===== src/pkg/mfs_pkg.sv =====
// Constants, register map and helpers for the frame filter and statistics.
//
// Overview of operation
// - Speed bit selects 100 or 10 Mbit/s.
// - Full duplex ignores collision, carrier; allows receive.
// - Copy-all accepts every valid frame, no filtering.
// - Jumbo enable accepts frames up to 10240 bytes.
// - Broadcast reject discards all-ones destination frames unless copy-all is set.
// - Multicast hash enable accepts on set hash bit.
// - Unicast hash enable accepts on set hash bit.
// - Reject over 1518 bytes; long accept allows 1536.
// - Eight-bit counter counts frames lost to underrun.
// - Underrun frame increments no other counter.
// - Eight-bit counter counts carrier sense error frames.
// - Carrier error counts only in half duplex.
// - Carrier error affects nothing but its counter.
`default_nettype none
package mfs_pkg;
    // ***************************************************************
    // Register byte offsets.
    // ***************************************************************
    localparam logic [7:0] ADR_NCFG = 8'h00;
    localparam logic [7:0] ADR_TX_UNDERRUN_COUNT_FIELD = 8'h04;
    localparam logic [7:0] ADR_CSE = 8'h08;
    localparam logic [7:0] ADR_HASH_LO = 8'h0C;
    localparam logic [7:0] ADR_HASH_HI = 8'h10;
    localparam logic [7:0] ADR_INT_STAT = 8'h14;
    localparam logic [7:0] ADR_INT_MASK = 8'h18;
    // ***************************************************************
    // Network configuration field positions.
    // ***************************************************************
    localparam int B_SPD = 0;
    localparam int B_FD = 1;
    localparam int B_JUMBO = 3;
    localparam int B_CAF = 4;
    localparam int B_NBC = 5;
    localparam int B_MTI = 6;
    localparam int B_UNI = 7;
    localparam int B_BIG = 8;
    localparam logic [31:0] NCFG_WMASK = 32'h0000_01FB;
    // ***************************************************************
    // Interrupt status field positions.
    // ***************************************************************
    localparam int I_UNDERRUN = 0;
    localparam int I_RX_REJECT = 1;
    localparam int I_RX_ACCEPT = 2;
    localparam logic [31:0] INT_WMASK = 32'h0000_0007;
    // ***************************************************************
    // Reset values and frame length limits in bytes.
    // ***************************************************************
    localparam logic [31:0] RST_NCFG = 32'h0000_0000;
    localparam logic [7:0] RST_COUNT = 8'h00;
    localparam logic [31:0] RST_HASH = 32'h0000_0000;
    localparam logic [31:0] RST_INT = 32'h0000_0000;
    localparam logic [13:0] LEN_NORMAL = 14'd1518;
    localparam logic [13:0] LEN_BIG = 14'd1536;
    localparam logic [13:0] LEN_JUMBO = 14'd10240;

    // Merges write data into a word under the byte enables and a mask.
    function automatic logic [31:0] wb_merge(input logic [31:0] old,
        input logic [31:0] din, input logic [3:0] sel,
        input logic [31:0] wmask);
        logic [31:0] r;
        r = old;
        for (int i = 0; i < 4; i++) begin
            if (sel[i]) begin
                r[i*8 +: 8] = din[i*8 +: 8];
            end
        end
        return r & wmask;
    endfunction

    // Six-bit hash: bit i is the XOR of address bits i, i+6, ... i+42.
    function automatic logic [5:0] da_hash(input logic [47:0] da);
        logic [5:0] h;
        h = 6'h00;
        for (int k = 0; k < 8; k++) begin
            h = h ^ da[k*6 +: 6];
        end
        return h;
    endfunction
endpackage
`default_nettype wire


===== src/mfs_rx_filter.sv =====
// Receive address and length filter with registered verdict pulses.
`default_nettype none
module mfs_rx_filter (
    input wire logic sys_clk,
    input wire logic rst_n,
    input wire logic rx_done,
    input wire logic rx_crc_ok,
    input wire logic [47:0] rx_dest_addr,
    input wire logic [13:0] rx_len,
    input wire logic [31:0] ncfg,
    input wire logic [63:0] hash,
    output logic accept_r,
    output logic reject_r
);
    logic [5:0] hidx;
    logic hit;
    logic bcast;
    logic mcast;
    logic [13:0] max_len;
    logic len_ok;
    logic addr_ok;
    logic ok_nxt;

    // ***************************************************************
    // Verdict decode.
    // ***************************************************************
    always_comb begin
        hidx = mfs_pkg::da_hash(rx_dest_addr);
        hit = hash[hidx];
        bcast = (rx_dest_addr == 48'hFFFF_FFFF_FFFF);
        mcast = rx_dest_addr[0] && !bcast;
        if (ncfg[mfs_pkg::B_JUMBO]) begin
            max_len = mfs_pkg::LEN_JUMBO;
        end else if (ncfg[mfs_pkg::B_BIG]) begin
            max_len = mfs_pkg::LEN_BIG;
        end else begin
            max_len = mfs_pkg::LEN_NORMAL;
        end
        len_ok = (rx_len <= max_len);
        if (ncfg[mfs_pkg::B_CAF]) begin
            addr_ok = 1'b1;
        end else if (bcast) begin
            addr_ok = !ncfg[mfs_pkg::B_NBC];
        end else if (mcast) begin
            addr_ok = ncfg[mfs_pkg::B_MTI] && hit;
        end else begin
            addr_ok = ncfg[mfs_pkg::B_UNI] && hit;
        end
        ok_nxt = rx_crc_ok && len_ok && addr_ok;
    end

    always_ff @(posedge sys_clk) begin
        if (!rst_n) begin
            accept_r <= 1'b0;
            reject_r <= 1'b0;
        end else begin
            accept_r <= rx_done && ok_nxt;
            reject_r <= rx_done && !ok_nxt;
        end
    end

    a_oversize_reject: assert property (@(posedge sys_clk) disable iff (!rst_n)
        rx_done && rx_len > mfs_pkg::LEN_JUMBO |=> reject_r && !accept_r)
        else $error("Oversize frame was not rejected.");
    a_normal_len_limit: assert property (@(posedge sys_clk)
        disable iff (!rst_n)
        rx_done && !ncfg[3] && !ncfg[8] && rx_len > 14'd1518 |=> reject_r)
        else $error("Frame over normal limit was accepted.");
    a_bcast_reject: assert property (@(posedge sys_clk) disable iff (!rst_n)
        rx_done && bcast && ncfg[5] && !ncfg[4] |=> !accept_r)
        else $error("Broadcast frame passed while rejected.");
    a_copy_all: assert property (@(posedge sys_clk) disable iff (!rst_n)
        rx_done && ncfg[4] && rx_crc_ok && len_ok |=> accept_r)
        else $error("Copy-all did not accept a valid frame.");
endmodule // mfs_rx_filter
`default_nettype wire


===== src/mfs_top.sv =====
// Network configuration, receive filter and transmit statistics block.
//
// Chosen here: the Wishbone slave port and the register offsets.
`default_nettype none
module mfs_top (
    input wire logic sys_clk,
    input wire logic rst_n,
    input wire logic wb_cyc_i,
    input wire logic wb_stb_i,
    input wire logic wb_we_i,
    input wire logic [7:0] wb_adr_i,
    input wire logic [3:0] wb_sel_i,
    input wire logic [31:0] wb_dat_i,
    output logic [31:0] wb_dat_o,
    output logic wb_ack_o,
    output logic irq_o,
    output logic link_speed_100,
    output logic full_duplex,
    output logic rx_during_tx_en,
    input wire logic phy_col,
    input wire logic phy_crs,
    output logic tx_col_seen,
    output logic tx_crs_seen,
    input wire logic tx_active,
    input wire logic tx_done,
    input wire logic tx_underrun,
    input wire logic rx_done,
    input wire logic rx_crc_ok,
    input wire logic [47:0] rx_dest_addr,
    input wire logic [13:0] rx_len,
    output logic rx_accept,
    output logic rx_reject
);
    logic [31:0] ncfg_r;
    logic [7:0] tx_underrun_count_field_r;
    logic [7:0] cse_r;
    logic [31:0] hash_lo_r;
    logic [31:0] hash_hi_r;
    logic [31:0] int_stat_r;
    logic [31:0] int_mask_r;
    logic crs_seen_r;
    logic crs_lost_r;
    logic col_seen_r;
    logic wr_req;
    logic rd_req;
    logic [31:0] rd_nxt;
    logic underrun_ev;
    logic cse_ev;
    logic crs_drop_now;
    logic [31:0] int_set;
    logic acc_w;
    logic rej_w;
    logic fd;

    assign fd = ncfg_r[mfs_pkg::B_FD];
    assign wr_req = wb_cyc_i && wb_stb_i && wb_we_i && !wb_ack_o;
    assign rd_req = wb_cyc_i && wb_stb_i && !wb_we_i && !wb_ack_o;

    // ***************************************************************
    // Bus slave: one wait state, unmapped reads return zero.
    // ***************************************************************
    always_comb begin
        case (wb_adr_i)
            mfs_pkg::ADR_NCFG: rd_nxt = ncfg_r;
            mfs_pkg::ADR_TX_UNDERRUN_COUNT_FIELD: rd_nxt = {24'h00_0000, tx_underrun_count_field_r};
            mfs_pkg::ADR_CSE: rd_nxt = {24'h00_0000, cse_r};
            mfs_pkg::ADR_HASH_LO: rd_nxt = hash_lo_r;
            mfs_pkg::ADR_HASH_HI: rd_nxt = hash_hi_r;
            mfs_pkg::ADR_INT_STAT: rd_nxt = int_stat_r;
            mfs_pkg::ADR_INT_MASK: rd_nxt = int_mask_r;
            default: rd_nxt = 32'h0000_0000;
        endcase
    end

    always_ff @(posedge sys_clk) begin
        if (!rst_n) begin
            wb_ack_o <= 1'b0;
            wb_dat_o <= 32'h0000_0000;
        end else begin
            wb_ack_o <= wb_cyc_i && wb_stb_i && !wb_ack_o;
            if (rd_req) begin
                wb_dat_o <= rd_nxt;
            end
        end
    end

    // ***************************************************************
    // Configuration and hash registers.
    // ***************************************************************
    always_ff @(posedge sys_clk) begin
        if (!rst_n) begin
            ncfg_r <= mfs_pkg::RST_NCFG;
        end else if (wr_req && wb_adr_i == mfs_pkg::ADR_NCFG) begin
            ncfg_r <= mfs_pkg::wb_merge(ncfg_r, wb_dat_i, wb_sel_i,
                mfs_pkg::NCFG_WMASK);
        end
    end

    always_ff @(posedge sys_clk) begin
        if (!rst_n) begin
            hash_lo_r <= mfs_pkg::RST_HASH;
            hash_hi_r <= mfs_pkg::RST_HASH;
        end else if (wr_req) begin
            if (wb_adr_i == mfs_pkg::ADR_HASH_LO) begin
                hash_lo_r <= mfs_pkg::wb_merge(hash_lo_r, wb_dat_i,
                    wb_sel_i, 32'hFFFF_FFFF);
            end
            if (wb_adr_i == mfs_pkg::ADR_HASH_HI) begin
                hash_hi_r <= mfs_pkg::wb_merge(hash_hi_r, wb_dat_i,
                    wb_sel_i, 32'hFFFF_FFFF);
            end
        end
    end

    // ***************************************************************
    // Link mode outputs.
    // ***************************************************************
    always_ff @(posedge sys_clk) begin
        if (!rst_n) begin
            link_speed_100 <= 1'b0;
            full_duplex <= 1'b0;
            rx_during_tx_en <= 1'b0;
        end else begin
            link_speed_100 <= ncfg_r[mfs_pkg::B_SPD];
            full_duplex <= fd;
            rx_during_tx_en <= fd;
        end
    end

    // Collision and carrier are hidden from transmit in full duplex.
    always_ff @(posedge sys_clk) begin
        if (!rst_n) begin
            tx_col_seen <= 1'b0;
            tx_crs_seen <= 1'b0;
        end else begin
            tx_col_seen <= phy_col && !fd;
            tx_crs_seen <= phy_crs && !fd;
        end
    end

    // ***************************************************************
    // Carrier tracking over one transmitted frame.
    // ***************************************************************
    assign crs_drop_now = crs_seen_r && !phy_crs;

    always_ff @(posedge sys_clk) begin
        if (!rst_n) begin
            crs_seen_r <= 1'b0;
            crs_lost_r <= 1'b0;
            col_seen_r <= 1'b0;
        end else if (tx_done || !tx_active) begin
            crs_seen_r <= 1'b0;
            crs_lost_r <= 1'b0;
            col_seen_r <= 1'b0;
        end else begin
            if (phy_crs) begin
                crs_seen_r <= 1'b1;
            end
            if (crs_drop_now) begin
                crs_lost_r <= 1'b1;
            end
            if (phy_col) begin
                col_seen_r <= 1'b1;
            end
        end
    end

    // ***************************************************************
    // Statistics counters.
    // ***************************************************************
    assign underrun_ev = tx_done && tx_underrun;
    assign cse_ev = tx_done && !tx_underrun && !fd && !col_seen_r
        && !phy_col && (!crs_seen_r || crs_lost_r);

    always_ff @(posedge sys_clk) begin
        if (!rst_n) begin
            tx_underrun_count_field_r <= mfs_pkg::RST_COUNT;
        end else if (wr_req && wb_adr_i == mfs_pkg::ADR_TX_UNDERRUN_COUNT_FIELD) begin
            tx_underrun_count_field_r <= 8'(mfs_pkg::wb_merge({24'h00_0000, tx_underrun_count_field_r},
                wb_dat_i, wb_sel_i, 32'h0000_00FF));
        end else if (underrun_ev) begin
            tx_underrun_count_field_r <= tx_underrun_count_field_r + 8'h01;
        end
    end

    always_ff @(posedge sys_clk) begin
        if (!rst_n) begin
            cse_r <= mfs_pkg::RST_COUNT;
        end else if (wr_req && wb_adr_i == mfs_pkg::ADR_CSE) begin
            cse_r <= 8'(mfs_pkg::wb_merge({24'h00_0000, cse_r},
                wb_dat_i, wb_sel_i, 32'h0000_00FF));
        end else if (cse_ev) begin
            cse_r <= cse_r + 8'h01;
        end
    end

    // ***************************************************************
    // Receive filter.
    // ***************************************************************
    mfs_rx_filter u_filter (
        .sys_clk(sys_clk),
        .rst_n(rst_n),
        .rx_done(rx_done),
        .rx_crc_ok(rx_crc_ok),
        .rx_dest_addr(rx_dest_addr),
        .rx_len(rx_len),
        .ncfg(ncfg_r),
        .hash({hash_hi_r, hash_lo_r}),
        .accept_r(acc_w),
        .reject_r(rej_w)
    );

    always_ff @(posedge sys_clk) begin
        if (!rst_n) begin
            rx_accept <= 1'b0;
            rx_reject <= 1'b0;
        end else begin
            rx_accept <= acc_w;
            rx_reject <= rej_w;
        end
    end

    // ***************************************************************
    // Interrupts: sticky status, write one to clear, set wins.
    // ***************************************************************
    always_comb begin
        int_set = 32'h0000_0000;
        int_set[mfs_pkg::I_UNDERRUN] = underrun_ev;
        int_set[mfs_pkg::I_RX_REJECT] = rej_w;
        int_set[mfs_pkg::I_RX_ACCEPT] = acc_w;
    end

    always_ff @(posedge sys_clk) begin
        if (!rst_n) begin
            int_stat_r <= mfs_pkg::RST_INT;
        end else if (wr_req && wb_adr_i == mfs_pkg::ADR_INT_STAT) begin
            int_stat_r <= ((int_stat_r & ~mfs_pkg::wb_merge(32'h0000_0000,
                wb_dat_i, wb_sel_i, mfs_pkg::INT_WMASK)) | int_set);
        end else begin
            int_stat_r <= int_stat_r | int_set;
        end
    end

    always_ff @(posedge sys_clk) begin
        if (!rst_n) begin
            int_mask_r <= mfs_pkg::RST_INT;
        end else if (wr_req && wb_adr_i == mfs_pkg::ADR_INT_MASK) begin
            int_mask_r <= mfs_pkg::wb_merge(int_mask_r, wb_dat_i,
                wb_sel_i, mfs_pkg::INT_WMASK);
        end
    end

    always_ff @(posedge sys_clk) begin
        if (!rst_n) begin
            irq_o <= 1'b0;
        end else begin
            irq_o <= |(int_stat_r & int_mask_r);
        end
    end

    // ***************************************************************
    // Checks.
    // ***************************************************************
    a_speed_follow: assert property (@(posedge sys_clk) disable iff (!rst_n)
        ##1 link_speed_100 == $past(ncfg_r[0]))
        else $error("Speed output does not follow its bit.");
    a_fd_masks_col: assert property (@(posedge sys_clk) disable iff (!rst_n)
        fd && $past(fd) |-> !tx_col_seen && !tx_crs_seen && rx_during_tx_en)
        else $error("Collision or carrier passed in full duplex.");
    a_tx_underrun_count_field_incr: assert property (@(posedge sys_clk) disable iff (!rst_n)
        tx_done && tx_underrun && !wr_req |=> tx_underrun_count_field_r == $past(tx_underrun_count_field_r) + 8'h01)
        else $error("Underrun counter missed a frame.");
    a_tx_underrun_count_field_alone: assert property (@(posedge sys_clk) disable iff (!rst_n)
        tx_done && tx_underrun && !wr_req |=> $stable(cse_r))
        else $error("Underrun frame also counted a carrier error.");
    a_cse_never: assert property (@(posedge sys_clk) disable iff (!rst_n)
        tx_done && !tx_underrun && !fd && !crs_seen_r && !phy_col
        && !col_seen_r && !wr_req |=> cse_r == $past(cse_r) + 8'h01)
        else $error("Missing carrier was not counted.");
    a_cse_fd_hold: assert property (@(posedge sys_clk) disable iff (!rst_n)
        fd && !wr_req |=> $stable(cse_r))
        else $error("Carrier error counted in full duplex.");
    a_cse_no_side: assert property (@(posedge sys_clk) disable iff (!rst_n)
        cse_ev && !wr_req |-> !underrun_ev ##1 $stable(tx_underrun_count_field_r))
        else $error("Carrier error disturbed other state.");
    a_irq_level: assert property (@(posedge sys_clk) disable iff (!rst_n)
        |(int_stat_r & int_mask_r) |=> irq_o)
        else $error("Unmasked status did not raise the interrupt.");
    a_ack_one: assert property (@(posedge sys_clk) disable iff (!rst_n)
        wb_cyc_i && wb_stb_i && !wb_ack_o |=> wb_ack_o ##1 !wb_ack_o)
        else $error("Bus answer not a single cycle.");
endmodule // mfs_top
`default_nettype wire


===== config.mk =====
export PLATFORM = sky130hd
export DESIGN_NAME = mfs_top
export DESIGN_NICKNAME = d
export VERILOG_FILES = /design/src/pkg/mfs_pkg.sv /design/src/mfs_rx_filter.sv /design/src/mfs_top.sv
export SDC_FILE = /design/constraint.sdc
export NUM_CORES = 1
export LEC_CHECK = 0
export BUFFER_PORTS_ARGS = -buffer_cell sky130_fd_sc_hd__buf_2
export CORE_MARGIN = 1
export CORE_UTILIZATION = 50
export DETAILED_ROUTE_END_ITERATION = 16
export GPL_ROUTABILITY_DRIVEN = 0
export PLACE_DENSITY = 0.7
export REMOVE_ABC_BUFFERS = 1
export SYNTH_ARGS = -nofsm -noshare
export SYNTH_HDL_FRONTEND = slang
export SYNTH_SLANG_ARGS = --single-unit

===== constraint.sdc =====
create_clock -name sys_clk -period 3.15 [get_ports sys_clk]
set_input_delay 0.4725 -clock sys_clk [delete_from_list [all_inputs] [get_ports sys_clk]]
set_output_delay 0.4725 -clock sys_clk [all_outputs]
set_load 0.005 [all_outputs]

==> results.py, run 1 <==
metrics = {
    "critical_path": {
        "r2r_slack_ns": 0.67,
        "critPathKind": "in2reg",
        "worstSetupStartpointType": "input port",
        "path_cells": "buf_2, xnor2_1, xnor2_1, xnor2_2, buf_4, mux4_2, a22oi_1, o211ai_1, nand4_1, o21a_1, o21ba_1",
        "crit_family": "XOR/XNOR gates",
        "path_buf_inv": 2,
        "cp.depth": 11,
        "crit_slowest_cell": "mux4_2",
        "critPathCaptureType": "flip-flop",
        "slowest_delay_ns": 0.52,
        "cpMostUsedCell": "xnor2_1",
        "worstPathArrival_ns": 2.91,
        "endpoint": "u_filter.reject_r",
        "reg2reg_to": "u_filter.reject_r",
        "path_max_fanout": 8,
        "cp.required_ns": 3.51,
        "r2r_start": "ncfg_r[3]",
        "r2r_cells": 11,
        "crit_start": "rx_dest_addr[12]",
    },
    "yosys": {
        "synth_area_leaders": "dfxtp_1 (38%), mux2i_1 (7.7%), nor2b_1 (5.4%), xnor2_1 (4.3%), a22oi_1 (4.0%)",
        "synth_top_area_share_pct": 37.5,
        "avgSynthCellArea_um2": 9.07,
        "yosys.area_share.adder_pct": 2.19,
        "postSynthCellCount": 817,
        "ys_warn_count": 0,
        "synth_cell_types": 54,
        "synth-compound-area-share_pct": 15.3,
        "synthXorXnorAreaFrac_pct": 5.84,
        "synth_top_cell_by_area": "dfxtp_1",
        "synth-main-ff-cell": "dfxtp_1",
        "synth-seq-cells": 139,
        "async_flop_share_pct": 0,
        "yosys-mux-area-fraction_pct": 12.9,
        "seq_area_frac_synth_pct": 37.5,
        "synth_top_family_by_area": "simple AND/OR/NAND/NOR gates",
        "syn_area_um2": 7410,
        "synth-edff-count": 0,
        "yosys.area_share.simple_pct": 23.0,
    },
    "power_and_ir_drop": {
        "p_leak_nw": 3.83,
        "power.net_switching_mw": 1.08,
        "pwr-share-clk_pct": 46.4,
        "p_int_mw": 3.40,
        "p_per_area_nw_per_um2": 494,
        "vdd_ir_drop_max_v": 0.000379,
        "swShare_pct": 24.1,
        "p_comb_share_pct": 14.0,
        "pwr-share-seq_pct": 39.6,
    },
    "timing": {
        "fin_ws_ns": 0.604,
        "holdWs_ns": 0.294,
        "worst_slew_pin_slew_ns": 0.729,
        "fin_worst_skew_ns": 0.00801,
        "relSlewSlack_pct": 51.4,
        "max_clock_freq_mhz": 393,
        "setup_viol": 0,
        "rsz0062_at_grt": "no",
        "period_minus_slack_ns": 2.55,
        "period_share_pct": 80.8,
        "finalHoldViolCount": 0,
        "drv_slew": 0,
    },
    "cts": {
        "cts-htree-levels": 4,
        "clock_path_buffers": 2,
        "cts.sinks": 139,
        "cts_hold_repair.buffers": 0,
        "clock-root-buffer": "clkbuf_16",
        "cts-resized-gates": 0,
        "postCtsSetupBuffers": 0,
        "cts_tree": "yes",
        "clock_latency_ns": 0.42,
        "path_clk_slew_ns": 0.06,
        "cts-buffers-inserted": 17,
    },
    "global_route": {
        "overflow": 0,
        "grt_max_degree": 50,
        "grt_pass1_wl_um": 31200,
        "grt_usage_pct": 26.9,
        "grt_pass1_vias": 5885,
        "antenna_found_initial": 0,
    },
    "place": {
        "io_buffers": 158,
        "pre_cts_ws_ns": 0.199,
        "dpl.hpwl_um": 14600,
    },
    "cells_and_area": {
        "layout.nets": 1100,
        "num_antenna_cells": 0,
        "final_cell_mix": "buf_2 (158), dfxtp_1 (139), nand2_1 (71)",
        "area_growth_pct": 22.4,
        "drive_gt1_share_pct": 23.4,
        "post-route-util_pct": 62.7,
        "mostFrequentLayoutCell": "buf_2",
    },
    "min_path": {
        "min_path_type": "in2reg",
    },
    "flow_run": {
        "cap_violations": 0,
    },
    "drt": {
        "drt-initial-drc-count": 598,
        "dr.pass1.iters": 6,
        "antenna_left": 0,
        "vias_per_cell": 5.70,
        "routed-via-count": 6630,
        "routedWlPerCell_um": 17.3,
        "finalWirelength_um": 20200,
        "drc": 0,
    },
    "floorplanning": {
        "rows": 44,
        "dieArea_um2": 15300,
        "dieHeight_um": 124,
        "core_area_um2": 14500,
        "die_w_um": 124,
        "initial_core_util_pct": 51.2,
        "pin_count": 159,
    },
    "status": {
        "status": "complete, no violations",
    },
}
## Yosys cell counts, types with 2 or more instances
cell,n
nor2_1,24
nor4_1,7
nor3b_1,9
a21boi_1,26
nor2b_1,64
nand3_1,41
mux2_2,3
and2_1,46
buf_1,2
buf_6,2
clkbuf_1,42
mux2i_1,57
a31oi_1,4
dfxtp_1,139
buf_2,5
o21a_1,4
xnor2_1,36
xor2_1,6
o21ai_1,46
nand4_1,18
nand2b_1,3
a21boi_0,5
a22oi_1,39
mux4_1,10
mux4_2,4
a21oi_1,31
o22ai_1,3
xnor2_2,4
inv_1,6
nand2_1,71
nor3_1,9
and3_1,9
a222oi_1,9
ha_1,13
## worst min-delay path, stage by stage
cell and delay [ns]:
buf_2 0.09, nor2_1 0.05, nor2_1 0.07
## layer usage
metal,share of wire [%],up-vias,GRT usage [%]
li1,-,3253,-
met1,46,3124,36.9
met2,46,222,41.9
met3,6.6,31,5.27
met4,1.7,0,9.56
met5,0,-,0
## final cells by class
class / count / area [µm²]
sequential: 139 / 2780
clock buffer: 24 / 502
clock inverter: 6 / 110
tap: 184 / 230
inverter: 6 / 22.5
timing repair buffer: 185 / 1020
fill: 1298 / 5410
multi-input combinational: 620 / 4410
## registers in the layout, indices dropped and copies added (netlist names), 3 cells and up
register / count
wb_dat_o: 32
tx_underrun_count_field_r: 8
hash_lo_r: 32
hash_hi_r: 32
int_stat_r: 3
ncfg_r: 8
int_mask_r: 3
cse_r: 8
## power groups by stage
| stage | clock (mW) | combinational [mW] | sequential [mW] |
|---|---|---|---|
| after global placement | 0 | 0.615 | 1.81 |
| after detailed placement | 0 | 0.622 | 1.81 |
| after CTS | 2.09 | 0.625 | 1.77 |
| after global routing | 2.18 | 0.674 | 1.77 |
| final | 2.08 | 0.628 | 1.77 |
| after floorplan | 0 | 0.370 | 1.81 |
## stage by stage
stage	power, mW	setup TNS, ns	area, µm²	instances
6_report	4.48	0	9070	1164
5_1_grt	4.63	0	9070	1164
4_1_cts	4.49	0	9070	1164
3_5_place_dp	2.43	0	8460	1134
3_3_place_gp	2.43	0	8460	1134
2_1_floorplan	2.18	-82.81	7190	765
## logic make-up after synthesis
group	Yosys count
flip-flops	139
AO/OA/AOI/OAI	174
XOR/XNOR	46
multiplexers	74
buffers and inverters	58
AND/OR/NAND/NOR	313
adder cells (fa/ha/maj)	13
## worst min path at each step
stage                                 start     endpoint  slack [ns]  cells after the start
after floorplan                  col_seen_r   col_seen_r        0.43                      2
after global placement           col_seen_r   col_seen_r        0.44                      2
after detailed placement  u_filter.reject_r    rx_reject        0.45                      1
after CTS                           phy_crs   crs_seen_r        0.28                      3
after global routing                phy_crs  tx_crs_seen        0.30                      3
final                               phy_col   col_seen_r        0.29                      3
(Power assumes the default switching activity.)
==> inputs of run 2 (changes only) <==
--- a/config.mk
+++ b/config.mk
@@ -5,12 +5,13 @@
 export SDC_FILE = /design/constraint.sdc
 export NUM_CORES = 1
 export LEC_CHECK = 0
+export ABC_AREA = 1
 export BUFFER_PORTS_ARGS = -buffer_cell sky130_fd_sc_hd__buf_2
 export CORE_MARGIN = 1
 export CORE_UTILIZATION = 50
 export DETAILED_ROUTE_END_ITERATION = 16
 export GPL_ROUTABILITY_DRIVEN = 0
-export PLACE_DENSITY = 0.7
+export PLACE_DENSITY = 0.73
 export REMOVE_ABC_BUFFERS = 1
 export SYNTH_ARGS = -nofsm -noshare
 export SYNTH_HDL_FRONTEND = slang
==> constraint.sdc (replaced) <==
create_clock -name sys_clk -period 2.1 [get_ports sys_clk]
set_input_delay 0.315 -clock sys_clk [delete_from_list [all_inputs] [get_ports sys_clk]]
set_output_delay 0.315 -clock sys_clk [all_outputs]
set_load 0.005 [all_outputs]
==> run 2 against run 1 <==
Against the previous run:
- sequential share of layout area shrank 1.1 points
- critical path type is now reg2reg
- critical endpoint is now u_filter.accept_r
- design area rose by 3.8%
- synthesized area rose by 0.57%
- via count up 19%
==> results.py, run 2 <==
metrics = {
    "timing": {
        "max_clock_freq_mhz": 509,
        "worst_slew_pin_slew_ns": 0.432,
        "fin_worst_skew_ns": 0.00793,
        "period_minus_slack_ns": 1.97,
        "finalHoldViolCount": 0,
        "drv_slew": 0,
        "period_share_pct": 93.6,
        "setup_viol": 0,
        "relSlewSlack_pct": 70.9,
        "holdWs_ns": 0.115,
    },
    "cts": {
        "cts_tree": "yes",
        "clock-root-buffer": "clkbuf_16",
        "cts-htree-levels": 4,
        "cts.sinks": 139,
        "clock_latency_ns": 0.43,
        "cts-buffers-inserted": 17,
        "clock_path_buffers": 2,
        "path_clk_slew_ns": 0.06,
    },
    "cells_and_area": {
        "final_cell_mix": "nand2_1 (209), buf_2 (159), dfxtp_1 (139)",
        "reg_top3": "hash_hi_r x32, hash_lo_r x32, wb_dat_o x32",
        "num_antenna_cells": 0,
        "post-route-util_pct": 64.8,
        "design_area_um2": 9410,
        "area_growth_pct": 26.3,
        "mostFrequentLayoutCell": "nand2_1",
        "drive_gt1_share_pct": 23.3,
        "seq_area_um2": 2780,
        "stdcell_count": 1472,
        "layout.nets": 1406,
        "final.fill_count": 1311,
        "multi_input_area_um2": 3940,
    },
    "yosys": {
        "synth_top_area_share_pct": 37.3,
        "synth-edff-count": 0,
        "synthTopCellsByCount": "nand2_1 (209), dfxtp_1 (139), inv_1 (123)",
        "synth_top_cell_by_area": "dfxtp_1",
        "synth-main-ff-cell": "dfxtp_1",
        "avgSynthCellArea_um2": 6.90,
        "synthMostInstantiatedCell": "nand2_1",
        "ys_warn_count": 0,
        "async_flop_share_pct": 0,
        "syn_area_um2": 7450,
        "seq_area_frac_synth_pct": 37.3,
        "synth_area_leaders": "dfxtp_1 (37%), nand2_1 (11%), o21ai_0 (7.5%), a21oi_1 (7.4%), nand3_1 (6.4%)",
        "synth_cell_types": 50,
        "postSynthCellCount": 1080,
        "synth-seq-cells": 139,
    },
    "critical_path": {
        "reg2reg_to": "u_filter.accept_r",
        "path_max_fanout": 4,
        "critPathCaptureType": "flip-flop",
        "worstPathArrival_ns": 2.28,
        "critPathKind": "reg2reg",
        "crit_start": "ncfg_r[3]",
        "cp.required_ns": 2.42,
        "worstSetupStartpointType": "flip-flop",
        "r2r_slack_ns": 0.13,
        "r2r_cells": 13,
        "r2r_start": "ncfg_r[3]",
        "endpoint": "u_filter.accept_r",
    },
    "power_and_ir_drop": {
        "p_leak_nw": 4.16,
        "vdd_ir_drop_max_v": 0.000616,
        "power_mw": 6.85,
        "p_per_area_nw_per_um2": 728,
    },
    "global_route": {
        "grt_pass1_wl_um": 33600,
        "grt_max_degree": 39,
        "grt_usage_pct": 28.0,
        "overflow": 0,
        "grt_pass1_vias": 7097,
        "antenna_found_initial": 0,
    },
    "drt": {
        "vias_per_cell": 5.38,
        "drc": 0,
        "finalWirelength_um": 21300,
        "dr.pass1.iters": 7,
        "routed-via-count": 7922,
        "antenna_left": 0,
        "drt-initial-drc-count": 649,
        "routedWlPerCell_um": 14.5,
    },
    "floorplanning": {
        "dieHeight_um": 124,
        "dieArea_um2": 15400,
        "pin_count": 159,
        "die_w_um": 124,
        "rows": 44,
        "core_area_um2": 14500,
        "initial_core_util_pct": 51.3,
    },
    "status": {
        "status": "complete, no violations",
    },
    "place": {
        "io_buffers": 158,
        "numPlacedInstances": 1435,
        "dpl.hpwl_um": 15800,
        "place_area_um2": 8730,
    },
    "min_path": {
        "min_path_type": "in2reg",
        "hold_depth": 3,
    },
    "flow_run": {
        "cap_violations": 0,
    },
}
-- run 2: cell count changes after synthesis, moves of 54 or more --
cell | before | now
nor2b_1 | 64 | 0
inv_1 | 6 | 123
o21ai_0 | 1 | 111
nand3_1 | 41 | 95
nand2_1 | 71 | 209
nor2_1 | 24 | 78
a21oi_1 | 31 | 110
mux2i_1 | 57 | 0
-- run 2: cell type report --
cell class / instances / area share, %
clock buffer: 23 / 5.18
clock inverter: 9 / 1.44
tap: 184 / 2.45
sequential: 139 / 29.6
multi-input combinational: 758 / 41.9
inverter: 134 / 5.38
timing repair buffer: 225 / 14.1
-- run 2: worst min-delay path by stage --
stage | from | endpoint | slack (ns)
after floorplan | u_filter.reject_r | rx_reject | 0.40
after global placement | crs_lost_r | crs_lost_r | 0.44
after detailed placement | crs_lost_r | crs_lost_r | 0.45
after CTS | phy_col | tx_col_seen | 0.11
after global routing | phy_col | tx_col_seen | 0.14
final | phy_col | tx_col_seen | 0.12
-- run 2: kinds of logic (layout without fill, tap and decap cells) --
group / count (synthesis) / after routing / synth area share, %
buffers and inverters: 183 / 391 / 10.1
flip-flops: 139 / 139 / 37.3
adder cells (fa/ha/maj): 13 / 13 / 2.18
AND/OR/NAND/NOR: 431 / 431 / 25.5
AO/OA/AOI/OAI: 281 / 281 / 20.8
XOR/XNOR: 33 / 33 / 4.18
-- run 2: metrics by stage --
step           setup slack [ns]  TNS (ns)
3_5_place_dp             -0.109    -0.573
6_report                  0.134         0
4_1_cts                  0.0416         0
5_1_grt                 -0.0146   -0.0203
2_1_floorplan            -0.451    -17.66
3_3_place_gp           -0.00130  -0.00130
-- run 2: where the power goes --
part	leakage, nW	internal [mW]	switching, mW
sequential	1.12	2.66	0.0200
clock	0.296	2.00	1.15
combinational	2.75	0.413	0.611
total	4.16	5.07	1.78
-- run 2: metal layers --
metal | wire [µm] | global-route usage (%) | share of wire (%) | up-vias
met1 | 9640 | 36.7 | 45 | 3580
met5 | 0 | 0 | 0 | -
met2 | 9840 | 46.5 | 46 | 330
met3 | 1470 | 4.58 | 6.9 | 37
li1 | - | - | - | 3975
met4 | 365 | 9.52 | 1.7 | 0
-- run 2: critical path, stage by stage (launching register included) --
cell,delay [ns]
dfxtp_1,0.32
nor2_2,0.13
inv_1,0.10
ha_1,0.32
nand4_1,0.13
nor2_1,0.15
a211oi_2,0.05
o21ai_0,0.14
nand3_1,0.08
nand2_1,0.06
a21boi_1,0.06
o21a_1,0.23
nand2_1,0.08
nor2_1,0.03
-- run 2: repair_timing --
| action | in CTS | in global routing |
|---|---|---|
| setup endpoints to repair | 0 | 11 |
| resized for setup | 0 | 7 |
| hold buffers | 0 | 0 |
| buffers inserted | 0 | 5 |
==> inputs of run 3 (changes only) <==
--- a/config.mk
+++ b/config.mk
@@ -12,6 +12,7 @@
 export DETAILED_ROUTE_END_ITERATION = 16
 export GPL_ROUTABILITY_DRIVEN = 0
 export PLACE_DENSITY = 0.73
+export RECOVER_POWER = 100
 export REMOVE_ABC_BUFFERS = 1
 export SYNTH_ARGS = -nofsm -noshare
 export SYNTH_HDL_FRONTEND = slang
==> run 3 against run 2 <==
Against the previous run:
- sequential power hardly changed
- fmax is 0.25% lower
- routed wire length is 0.11% lower
- design area is 0.68% lower
- first-iteration DRC count is 9.9% higher
- critical path depth stayed put
- clock power hardly changed
- total power hardly changed
- non-clock buffer count stayed put
- clock-buffer cell count stayed put
==> results.py, run 3 (same netlist as run 2, synthesis figures left out) <==
metrics = {
    "cts": {
        "cts-buffers-inserted": 17,
        "cts_hold_repair.buffers": 0,
        "cts-htree-levels": 4,
        "clock_latency_ns": 0.43,
        "cts.sinks": 139,
        "path_clk_slew_ns": 0.06,
        "cts_tree": "yes",
        "clock-root-buffer": "clkbuf_16",
        "clock_path_buffers": 2,
    },
    "critical_path": {
        "r2r_cells": 13,
        "r2r_slack_ns": 0.13,
        "critPathKind": "reg2reg",
        "cp.required_ns": 2.41,
        "worstPathArrival_ns": 2.28,
        "worstSetupStartpointType": "flip-flop",
        "reg2reg_to": "u_filter.accept_r",
        "r2r_start": "ncfg_r[3]",
        "critPathCaptureType": "flip-flop",
        "path_max_fanout": 4,
    },
    "global_route": {
        "grt_pass1_wl_um": 33600,
        "grt_pass1_vias": 7097,
        "antenna_found_initial": 0,
        "grt_max_degree": 39,
        "grt_usage_pct": 28.0,
        "overflow": 0,
    },
    "floorplanning": {
        "dieHeight_um": 124,
        "pin_count": 159,
        "rows": 44,
        "dieArea_um2": 15400,
        "core_area_um2": 14500,
        "initial_core_util_pct": 51.3,
        "die_w_um": 124,
    },
    "drt": {
        "routed-via-count": 7887,
        "dr.pass1.iters": 5,
        "vias_per_cell": 5.36,
        "drc": 0,
        "finalWirelength_um": 21300,
        "routedWlPerCell_um": 14.5,
        "antenna_left": 0,
        "drt-initial-drc-count": 713,
    },
    "cells_and_area": {
        "num_antenna_cells": 0,
        "final_cell_mix": "nand2_1 (209), dfxtp_1 (139), buf_2 (125)",
        "multi_input_area_um2": 3930,
        "final.fill_count": 1333,
        "area_growth_pct": 25.4,
        "reg_top3": "hash_hi_r x32, hash_lo_r x32, wb_dat_o x32",
        "post-route-util_pct": 64.3,
        "mostFrequentLayoutCell": "nand2_1",
        "layout.nets": 1406,
        "drive_gt1_share_pct": 20.3,
        "seq_area_um2": 2780,
    },
    "place": {
        "io_buffers": 158,
        "dpl.hpwl_um": 15800,
    },
    "status": {
        "status": "complete, no violations",
    },
    "timing": {
        "setup_viol": 0,
        "period_minus_slack_ns": 1.97,
        "worst_slew_pin_slew_ns": 1.22,
        "drv_slew": 0,
        "relSlewSlack_pct": 18.7,
        "fin_worst_skew_ns": 0.00812,
        "period_share_pct": 93.9,
        "max_clock_freq_mhz": 507,
        "finalHoldViolCount": 0,
    },
    "power_and_ir_drop": {
        "p_per_area_nw_per_um2": 732,
        "vdd_ir_drop_max_v": 0.000618,
        "power_mw": 6.85,
        "p_leak_nw": 4.00,
    },
    "min_path": {
        "holdPathEnd": "tx_col_seen",
        "hold_depth": 3,
        "worstHoldStart": "phy_col",
        "min_path_type": "in2reg",
    },
    "flow_run": {
        "cap_violations": 0,
    },
}
[run 3: changes by cell type in the layout (fill, tap and decap cells not counted)]
| cell | delta |
|---|---|
| buf_4 | -4 |
| clkbuf_2 | +1 |
| clkbuf_1 | +37 |
| nor2_4 | -1 |
| buf_2 | -34 |
| nor2_1 | +1 |
[run 3: area by class of cell]
class | instances | area share [%]
multi-input cells | 758 | 42.1
flip-flops and latches | 139 | 29.8
repair buffers | 225 | 13.6
inverters | 134 | 5.42
clock buffers | 23 | 5.22
well taps | 184 | 2.46
clock inverters | 9 | 1.45
[run 3: worst max-delay path by stage]
| stage | start | to | slack [ns] |
|---|---|---|---|
| after floorplan | wb_cyc_i | wb_dat_o[0] | -0.45 |
| after global placement | rx_dest_addr[12] | u_filter.accept_r | -0.001 |
| after detailed placement | wb_adr_i[5] | tx_underrun_count_field_r[6] | -0.11 |
| after CTS | ncfg_r[3] | u_filter.accept_r | 0.04 |
| after global routing | ncfg_r[3] | u_filter.accept_r | -0.01 |
| final | ncfg_r[3] | u_filter.accept_r | 0.13 |
[run 3: through the flow]
step	cell area, µm²	setup TNS [ns]	instances	worst slack, ns	hold WS, ns
3_5_place_dp	8730	-0.573	1435	-0.109	0.451
5_1_grt	9350	-0.0143	1472	-0.0100	0.138
3_3_place_gp	8730	-0.00130	1435	-0.00130	0.441
2_1_floorplan	7210	-17.66	1031	-0.451	0.404
4_1_cts	9360	0	1467	0.0416	0.105
6_report	9350	0	1472	0.129	0.115
[run 3: critical path: stages, from the launching register on]
cell	delay, ns
dfxtp_1	0.32
nor2_2	0.13
inv_1	0.10
ha_1	0.32
nand4_1	0.13
nor2_1	0.15
a211oi_2	0.05
o21ai_0	0.14
nand3_1	0.08
nand2_1	0.06
a21boi_1	0.06
o21a_1	0.23
nand2_1	0.08
nor2_1	0.03
[run 3: layer usage]
metal  vias to the layer above  global-route usage, %  wire [µm]
met5                         -                      0          0
met4                         0                   9.52        368
met3                        36                   4.58       1580
met2                       338                   46.5       9810
met1                      3543                   36.7       9540
li1                       3970                      -          -
[run 3: what timing repair did]
action                                  CTS  global route
gates resized for setup                   0             7
endpoints found under the setup margin    0            11
setup buffers                             0             5
[run 3: report_power, final]
part           switching, mW  internal (mW)
sequential            0.0201           2.66
combinational          0.610          0.410
clock                   1.15           2.00
